==> src/verilog/dsw_pkg.sv <==
// Package for the deep standby wake and retention block.
package dsw_pkg;

  // ------------------------------------------------------------------
  // Register indices (byte address is four times the index)
  // ------------------------------------------------------------------
  localparam logic [5:0] IDX_WAKE_EN    = 6'h00;
  localparam logic [5:0] IDX_LEVEL      = 6'h01;
  localparam logic [5:0] IDX_RETAIN     = 6'h02;
  localparam logic [5:0] IDX_CAUSE      = 6'h03;
  localparam logic [5:0] IDX_CTRL       = 6'h04;
  localparam logic [5:0] IDX_IRQ_STAT   = 6'h05;
  localparam logic [5:0] IDX_IRQ_MASK   = 6'h06;
  localparam logic [5:0] IDX_BACKUP0    = 6'h08;
  localparam logic [5:0] IDX_BACKUP3    = 6'h0B;
  localparam logic [3:0] HOLD_CLEAR_VAL = 4'h1;

  // ------------------------------------------------------------------
  // Field layouts
  // ------------------------------------------------------------------
  localparam int RTC_BIT   = 0;
  localparam int LVD_BIT   = 1;
  localparam int PINS_LSB  = 3;
  localparam int PINS_MSB  = 7;
  localparam int NPINS     = 5;
  localparam int CAUSE_PIN = 2;

  localparam logic [1:0] RET_NONE  = 2'h0;
  localparam logic [1:0] RET_BANK1 = 2'h1;
  localparam logic [1:0] RET_BANK0 = 2'h2;
  localparam logic [1:0] RET_BOTH  = 2'h3;

  typedef enum logic [1:0] {
    ST_RUN     = 2'b00,
    ST_STANDBY = 2'b01,
    ST_WAKE    = 2'b10
  } mode_e;

  typedef struct packed {
    logic [5:0]  addr;
    logic [31:0] wdata;
    logic        wr;
    logic        rd;
  } bus_req_s;

  typedef struct packed {
    mode_e        mode;
    logic [7:0]   wake_en;
    logic [4:0]   level;
    logic [1:0]   retain;
    logic [7:0]   cause;
    logic [1:0]   irq_stat;
    logic [1:0]   irq_mask;
    logic [127:0] backup;
    logic [31:0]  rdata;
    logic         irq;
    logic         wake;
    logic [1:0]   bank_keep;
  } state_s;

  // Whole-word write of a word into a slot of the backup store.
  function automatic logic [127:0] put_word(input logic [127:0] store,
                                            input logic [1:0]   slot,
                                            input logic [31:0]  word);
    logic [127:0] r;
    r = store;
    r[slot*32 +: 32] = word;
    return r;
  endfunction : put_word

endpackage : dsw_pkg
==> src/verilog/deep_standby_wake_retention.sv <==
// Deep standby wake sources, SRAM retention select and backup bytes.
//
// The implementer's own choices: the strobed register port and the placing of the registers.
`timescale 1ns/1ns

// Function
// RQ1: Bit rtc_wake_enable enables RTC interrupt wake, default off.
// RQ2: Bit lvd_wake_enable set lets an LOW_VOLTAGE_DETECTOR interrupt wake the device.
// RQ3: Wake pin zero is always a wake source with no enable.
// RQ4: Wake enables and level selects survive the standby entry reset.
// RQ5: Five level bits 4:0 pick low (0) or high (1) wake for pins 5..1.
// RQ6: Wake pin zero wakes on a low level, fixed.
// RQ7: Wake is level sensitive; an active pin wakes at once on entry.
// RQ8: Level bits 7:5 and retention bits 7:2 read zero, writes ignored.
// RQ9: Retention code 00 discards SRAM and 11 keeps it.
// RQ10: Dual bank: code 01 keeps bank 1 only, 10 keeps bank 0 only.
// RQ11: Retention resets only on power-on or LOW_VOLTAGE_DETECTOR reset.
// RQ12: Sixteen byte backup registers, four per word, reset 0x00, kept.
// RQ13: Backup bytes clear on power-on, or LOW_VOLTAGE_DETECTOR reset if hold is 0001.
// RQ14: A pin shared with analog input is blocked while its enable is 1.
// RQ15: Pins 1..5 have individual wake enables, default off.
// RQ16: Wake cause flags set only in standby and clear on read.
// RQ17: The wake request is the OR of pin zero low and enabled sources.
module deep_standby_wake_retention
  import dsw_pkg::*;
#(
  parameter bit DUAL_BANK  = 1'b0,
  parameter bit HOLD_GATED = 1'b0
) (
  // Clock and power-on reset
  input  wire  logic        clock,
  input  wire  logic        arst_n,
  // Register port
  input  wire  logic [5:0]  addr,
  input  wire  logic [31:0] wdata,
  input  wire  logic        wr,
  input  wire  logic        rd,
  output logic       [31:0] rdata,
  // Power controller
  input  wire  logic        standby_enter,
  input  wire  logic        entry_reset,
  input  wire  logic        lvd_reset,
  input  wire  logic [3:0]  voltage_hold_setting,
  output logic              wake_req,
  output logic       [1:0]  bank_keep,
  // Wake sources
  input  wire  logic        wake_pin_zero,
  input  wire  logic [4:0]  wake_pins,
  input  wire  logic [4:0]  analog_input_enable,
  input  wire  logic        rtc_irq,
  input  wire  logic        lvd_irq,
  // Interrupt
  output logic              irq
);

  // ------------------------------------------------------------------
  // Input synchronisers
  // ------------------------------------------------------------------
  localparam logic [7:0] SYNC_IDLE = 8'h3F;
  logic [7:0] meta_q;
  logic [7:0] sync_q;
  always_ff @(posedge clock or negedge arst_n) begin
    if (!arst_n) begin
      // Pins rest high and the interrupt lines rest low, so the
      // synchronisers start at the idle levels and see no false source.
      meta_q <= SYNC_IDLE;
      sync_q <= SYNC_IDLE;
    end else begin
      meta_q <= {lvd_irq, rtc_irq, wake_pin_zero, wake_pins};
      sync_q <= meta_q;
    end
  end

  logic       pin0_s;
  logic       rtc_s;
  logic       lvd_s;
  logic [4:0] pins_s;
  assign pins_s = sync_q[4:0];
  assign pin0_s = sync_q[5];
  assign rtc_s  = sync_q[6];
  assign lvd_s  = sync_q[7];

  // ------------------------------------------------------------------
  // State
  // ------------------------------------------------------------------
  state_s s_q;
  state_s s_d;
  bus_req_s req;
  assign req = '{addr: addr, wdata: wdata, wr: wr, rd: rd};

  logic [4:0] pin_hit;
  logic [7:0] cause_now;
  logic       any_wake;
  logic       backup_clr;

  // Bit two of the wake enable word has no source behind it.
  localparam logic [7:0] WAKE_EN_MASK = 8'hFB;

  // True for the four word indices of the backup store.
  function automatic logic is_backup(input logic [5:0] idx);
    return idx >= IDX_BACKUP0 && idx <= IDX_BACKUP3;
  endfunction : is_backup

  always_comb begin
    s_d = s_q;
    // Analog use blocks the pin even with its wake enable set.
    pin_hit = s_q.wake_en[PINS_MSB:PINS_LSB] & ~analog_input_enable // RQ14
              & ~(pins_s ^ s_q.level); // RQ5 RQ15
    cause_now = {pin_hit, ~pin0_s, // RQ6
                 lvd_s & s_q.wake_en[LVD_BIT], // RQ2
                 rtc_s & s_q.wake_en[RTC_BIT]}; // RQ1
    any_wake = |cause_now; // RQ17 RQ3
    // A low-voltage reset may be told to spare the backup store.
    backup_clr = lvd_reset &&
                 (!HOLD_GATED || voltage_hold_setting == HOLD_CLEAR_VAL);

    // Reads; the cause register clears once read, a new cause wins.
    s_d.rdata = '0;
    if (req.rd) begin
      unique case (req.addr)
        IDX_WAKE_EN:  s_d.rdata = {24'h0, s_q.wake_en & WAKE_EN_MASK};
        IDX_LEVEL:    s_d.rdata = {27'h0, s_q.level}; // RQ8
        IDX_RETAIN:   s_d.rdata = {30'h0, s_q.retain}; // RQ8
        IDX_CAUSE: begin
          s_d.rdata = {24'h0, s_q.cause};
          s_d.cause = '0; // RQ16
        end
        IDX_CTRL:     s_d.rdata = {30'h0, s_q.mode};
        IDX_IRQ_STAT: s_d.rdata = {30'h0, s_q.irq_stat};
        IDX_IRQ_MASK: s_d.rdata = {30'h0, s_q.irq_mask};
        default: begin
          if (is_backup(req.addr))
            s_d.rdata = s_q.backup[req.addr[1:0]*32 +: 32]; // RQ12
        end
      endcase
    end

    if (req.wr) begin
      unique case (req.addr)
        IDX_WAKE_EN:  s_d.wake_en = req.wdata[7:0] & WAKE_EN_MASK;
        IDX_LEVEL:    s_d.level   = req.wdata[4:0]; // RQ8 RQ5
        IDX_RETAIN:   s_d.retain  = req.wdata[1:0]; // RQ9
        IDX_IRQ_STAT: s_d.irq_stat = s_q.irq_stat & ~req.wdata[1:0];
        IDX_IRQ_MASK: s_d.irq_mask = req.wdata[1:0];
        default: begin
          if (is_backup(req.addr))
            s_d.backup = put_word(s_q.backup, req.addr[1:0],
                                  req.wdata); // RQ12
        end
      endcase
    end

    // Mode sequencing; wake is level sensitive, so entry with an
    // active source returns in the next cycle.
    unique case (s_q.mode)
      ST_RUN: begin
        if (standby_enter) s_d.mode = ST_STANDBY;
      end
      ST_STANDBY: begin
        s_d.cause = s_d.cause | cause_now; // RQ16
        if (any_wake) begin // RQ7
          s_d.mode = ST_WAKE;
          s_d.irq_stat[0] = 1'b1;
        end
      end
      ST_WAKE: s_d.mode = ST_RUN;
      default: s_d.mode = ST_RUN;
    endcase
    // Both status bits are set after the clear above, so a set wins.
    if (s_q.mode == ST_RUN && standby_enter) s_d.irq_stat[1] = 1'b1;

    s_d.wake = (s_q.mode == ST_STANDBY) && any_wake; // RQ17
    unique case (s_q.retain)
      RET_NONE:  s_d.bank_keep = 2'b00; // RQ9
      RET_BANK1: s_d.bank_keep = DUAL_BANK ? 2'b10 : 2'b00; // RQ10
      RET_BANK0: s_d.bank_keep = DUAL_BANK ? 2'b01 : 2'b00; // RQ10
      RET_BOTH:  s_d.bank_keep = 2'b11; // RQ9
    endcase

    // Entry reset touches neither enables, levels, retention nor backup.
    if (entry_reset) begin // RQ4
      s_d.irq_mask = '0;
    end
    if (lvd_reset) begin
      s_d.wake_en = '0;
      s_d.level   = '0;
      s_d.retain  = RET_NONE; // RQ11
      s_d.cause   = '0;
      s_d.mode    = ST_RUN;
    end
    if (backup_clr) s_d.backup = '0; // RQ13

    s_d.irq = |(s_d.irq_stat & s_d.irq_mask);
  end

  always_ff @(posedge clock or negedge arst_n) begin
    if (!arst_n) s_q <= '0; // RQ11 RQ13
    else         s_q <= s_d;
  end

  assign rdata     = s_q.rdata;
  assign wake_req  = s_q.wake;
  assign bank_keep = s_q.bank_keep;
  assign irq       = s_q.irq;
endmodule : deep_standby_wake_retention

==> config.mk <==
export PLATFORM = sky130hd
export DESIGN_NAME = deep_standby_wake_retention
export DESIGN_NICKNAME = d
export VERILOG_FILES = /design/src/verilog/dsw_pkg.sv /design/src/verilog/deep_standby_wake_retention.sv
export SDC_FILE = /design/constraint.sdc
export NUM_CORES = 1
export LEC_CHECK = 0
export BUFFER_PORTS_ARGS = -buffer_cell sky130_fd_sc_hd__buf_2
export CORE_UTILIZATION = 45
export DETAILED_ROUTE_END_ITERATION = 7
export MAX_ROUTING_LAYER = met4
export PLACE_DENSITY_LB_ADDON = 0.15
export SYNTH_ARGS = -nofsm -noshare
export SYNTH_HDL_FRONTEND = slang
export SYNTH_SLANG_ARGS = --single-unit
==> constraint.sdc <==
create_clock -name clock -period 2.6 [get_ports clock]
set_clock_uncertainty 0.15 [all_clocks]
set_input_delay 0.78 -clock clock [delete_from_list [all_inputs] [get_ports clock]]
set_output_delay 0.78 -clock clock [all_outputs]
set_load 0.01 [all_outputs]
After elaboration in Yosys (flattened, before gate mapping)
Index checks and enable logic that the tools add are counted.
W data, S select, Z words.
{"block": "word_totals", "register_bits": 209, "in_bits": 62, "word_cells": 91}
{"block": "op_classes", "n_reduce_logical": 20, "magnitude_cmp": 2, "muxes": 26, "shift": 3, "addsub": 1, "n_bitwise": 12, "eq_ne": 13}
{"operator": "$mux W128", "count": 3}
{"operator": "$pmux W32 S7", "count": 1}
{"operator": "$mux W132", "count": 1}
{"operator": "$bwmux W128", "count": 1}
{"operator": "$shift A32 B34 Y128 const A", "count": 1}
{"operator": "$shiftx A128 B8 Y32", "count": 1}
{"operator": "$shiftx A32 B34 Y128", "count": 1}
{"operator": "$mux W32", "count": 2}
{"operator": "$neg A7 Y34", "count": 1}
{"operator": "$mux W8", "count": 4}
{"operator": "$mux W25", "count": 1}
{"operator": "$eq A6 B3 Y1 const B", "count": 3}
{"operator": "$mux W15", "count": 1}
{"operator": "$eq A6 B2 Y1 const B", "count": 2}
{"operator": "$mux W2", "count": 6}
{"operator": "$and A5 B5 Y5", "count": 2}
{"operator": "$not A5 Y5", "count": 2}
{"operator": "$reduce_bool A2 Y1", "count": 5}
{"operator": "$or A8 B8 Y8", "count": 1}
{"operator": "$pmux W2 S2", "count": 2}
{"operator": "$reduce_and A2 Y1", "count": 4}
{"operator": "$reduce_or A8 Y1", "count": 1}
{"operator": "$eq A6 B1 Y1 const B", "count": 1}
{"operator": "$ge A6 B4 Y1 const B", "count": 1}
{"operator": "19 further kinds", "count": 29}

Logic depth before layout (Yosys ltp)
{"block": "depth", "ltp_word": 10, "depth_mapped": 9}

Worst setup path after synthesis
Ideal clock, no wire load.
{"block": "synth_timing", "path_type": "input to register", "from": "input port addr[1]", "to": "register s_q, in the netlist rdata[1]", "arrival_time_ns": 2.616, "setup_ns": 0.147, "cell_stages": 8, "required_ns": 2.303, "setup_slack_ns": -0.313, "path_cell_list": "clkbuf_1 > clkbuf_1 > inv_1 > ha_1 > clkbuf_1 > a22o_1 > a222oi_1 > a32oi_1"}
{"element": "from (decl)", "line": "deep_standby_wake_retention.sv:34", "text": "input wire logic [5:0] addr,"}
{"element": "to (signal assigned)", "line": "deep_standby_wake_retention.sv:197", "text": "if (!arst_n) s_q <= '0;"}
{"element": "to (signal assigned)", "line": "deep_standby_wake_retention.sv:198", "text": "else s_q <= s_d;"}
{"element": "to (decl)", "line": "deep_standby_wake_retention.sv:86", "text": "state_s s_q;"}

==> flow_summary.toml <==
[placed_design]
dp_hpwl_um = 14600
port-buffer-count = 93
place_congestion = 0.792
numPlacedInstances = 1214

[global_route]
overflow = 0
grt_pass1_vias = 6597
grt_usage_pct = 21.8
antenna_found_initial = 1
grt_pass1_wl_um = 36300
grt_max_degree = 52

[power_and_ir_drop]
p_total_uw = 6770
vdd_drop_max_uv = 369
p_per_area_nw_per_um2 = 613
total_leakage_power_uw = 0.00503

[worst_setup_path]
cp_slowest_cell = "ha_1"
crit_type = "in2reg"
cp_cell_sequence = "buf_2, buf_12, ha_1, nand2b_1, a211oi_4, nand2_1, a22oi_1"
cp_slowest_stage_delay_ps = 310
start_kind = "input pin"
arrival_ps = 2300
endpoint_kind = "flop"
worst-path-max-fanout = 14
worstPathRequired_ps = 2860

[logic_synthesis]
synth-edff-count = 0
avgSynthCellArea_um2 = 10.7
synth_fp_nets = 970
synth_area_um2 = 9670
seq_area_frac_synth_pct = 53.7
synthArstFlopShare_pct = 100
synth-seq-cells = 207
syn_inst = 900
yosys_warnings = 0
ys.flop_type = "dfrtp_1"
ys_types = 57

[routing]
drt_iter0_markers = 364
drcViolationCount = 0
vias = 6530
drtAntennaViolNets = 0
drt-vias-per-instance = 5.21
wl_per_cell_um = 18.0
first_pass_iters = 5
finalWirelength_um = 22500

[final_layout]
fin_util_pct = 52.6
fin_cells = 1253
nNetsFinal = 1034
syn2layout_area_growth_pct = 14.2
drive_gt1_share_pct = 26.4

[die]
core_um2 = 21000
fp.dieH_um = 149
initial_core_util_pct = 46.0
ios = 98
die_w_um = 149
rows = 53
dieArea_um2 = 22100

[sta]
fin_crit_sh_pct = 78.6
hold_viol_final = 0
whs_ps = 78.7
setup_viol = 0
rsz0062_at_grt = "no"
max_freq_mhz = 489
slew_headroom_pct = 67.5
slew_viol_final = 0
period_needed_ps = 2040
worst-slew-pin-transition_ps = 487

[cts]
cts_setup_buffers = 0
path_clk_slew_ps = 60
clock_path_buffers = 3
cts_tree = "yes"
root_buffer = "clkbuf_16"
cts_hold_buffers = 0
numClockSinks = 207
cts.htree.levels = 1
cts_resized = 0
cts_made_buffers = 23
insertion_delay_ps = 500

[run]
drv_cap = 0

[outcome]
status = "complete, no violations"

[worst_hold_path]
hold_path.class = "in2async"
[kinds of logic (layout without fill, tap and decap cells)]
logic type / after synthesis / in the layout / share of synthesized area [%]
AO/OA/AOI/OAI: 174 / 174 / 12.3
XOR/XNOR: 5 / 5 / 0.453
adder cells (fa/ha/maj): 8 / 8 / 1.03
buffers and inverters: 101 / 178 / 6.87
flip-flops: 207 / 207 / 53.7
multiplexers: 48 / 48 / 9.13
other: 0 / 1 / 0
AND/OR/NAND/NOR: 357 / 357 / 16.5
[worst max-delay path, delay by kind of cell]
kind | cells | cell delay [ps]
adders and majority gates | 1 | 310
AOI/OAI and AO/OA | 2 | 480
buffers and inverters | 2 | 350
and+or+nand+nor | 2 | 380
[cells in the final DEF, fill, tap and decap left out, types with 21 or more instances in the layout]
cell       count
and3_1        26
buf_2         92
buf_4         25
clkbuf_16     23
dfrtp_1      195
mux4_2        32
nand2_1      272
nor2_1        21
o21ai_0       41
o21ai_1       56
o21ai_2       31
[flip-flops by register name, summed over array words and instances, names as in the netlist]
signal and count:
s_q 156, irq 1, meta_q 8, sync_q 8, wake_req 1, rdata 32
bank_keep 1
[power breakdown]
part | total, uW | switching (uW) | internal [uW]
clock | 3020 | 1230 | 1790
combinational | 480 | 324 | 155
sequential | 3280 | 16.1 | 3260
[synth_stat cells (all sizes together), types with 3 or more instances]
cell type / number / area share [%]
a21oi: 5 / 0.30
a222oi: 4 / 0.41
a22o: 9 / 0.81
a22oi: 4 / 0.31
a31oi: 4 / 0.79
a32oi: 6 / 0.54
and2: 4 / 0.27
and3: 26 / 1.7
buf: 64 / 5.4
clkbuf: 29 / 1.1
dfrtp: 195 / 50
dfstp: 12 / 3.3
ha: 8 / 1.0
inv: 8 / 0.31
mux2i: 14 / 1.4
mux4: 32 / 7.5
nand2: 272 / 11
nand2b: 7 / 0.53
nor2: 21 / 0.81
nor3: 5 / 0.31
nor4: 7 / 0.98
o21ai: 128 / 7.8
or2: 3 / 0.19
xor2: 5 / 0.45
[per-layer routing]
layer	routed length, um	global-route usage [%]
met2	10800	34.4
met4	256	4.59
met3	840	2.67
met5	0	-
met1	10600	30.5
[layout make-up]
cell class              count  area [um^2]
repair buffers            132          942
well taps                 275          344
clock buffers              37          688
clock inverters             1         5.00
multi-input cells         592         3840
fillers                  1852         9970
diodes                      1         2.50
flip-flops and latches    207         5190
inverters                   8         30.0
[worst paths after layout]
check                                startpoint             endpoint  slack [ps]  depth (start not counted)
max                                     addr[0]   rdata[5]$_DFF_PN0_         560                          7
min                                      arst_n  s_q[54]$_DFFE_PN0P_          80                          1
max reg2reg                s_q[180]$_DFFE_PN0P_        irq$_DFF_PN0_         810                          5
min reg2reg                 meta_q[6]$_DFF_PN0_  sync_q[6]$_DFF_PN0_         200                          0
max in group asynchronous                arst_n  meta_q[3]$_DFF_PN1_        1530                          2
min in group clock          meta_q[6]$_DFF_PN0_  sync_q[6]$_DFF_PN0_         200                          0
[stage by stage]
step                instance area (um^2)  TNS (ps)  setup WS [ps]
floorplan                           9690     -7.18          -7.18
global placement                   10400         0           77.2
detailed placement                 10400         0           42.2
CTS                                11000         0            567
global route                       11000         0            428
finish                             11000         0            555
(Power assumes the default switching activity.)
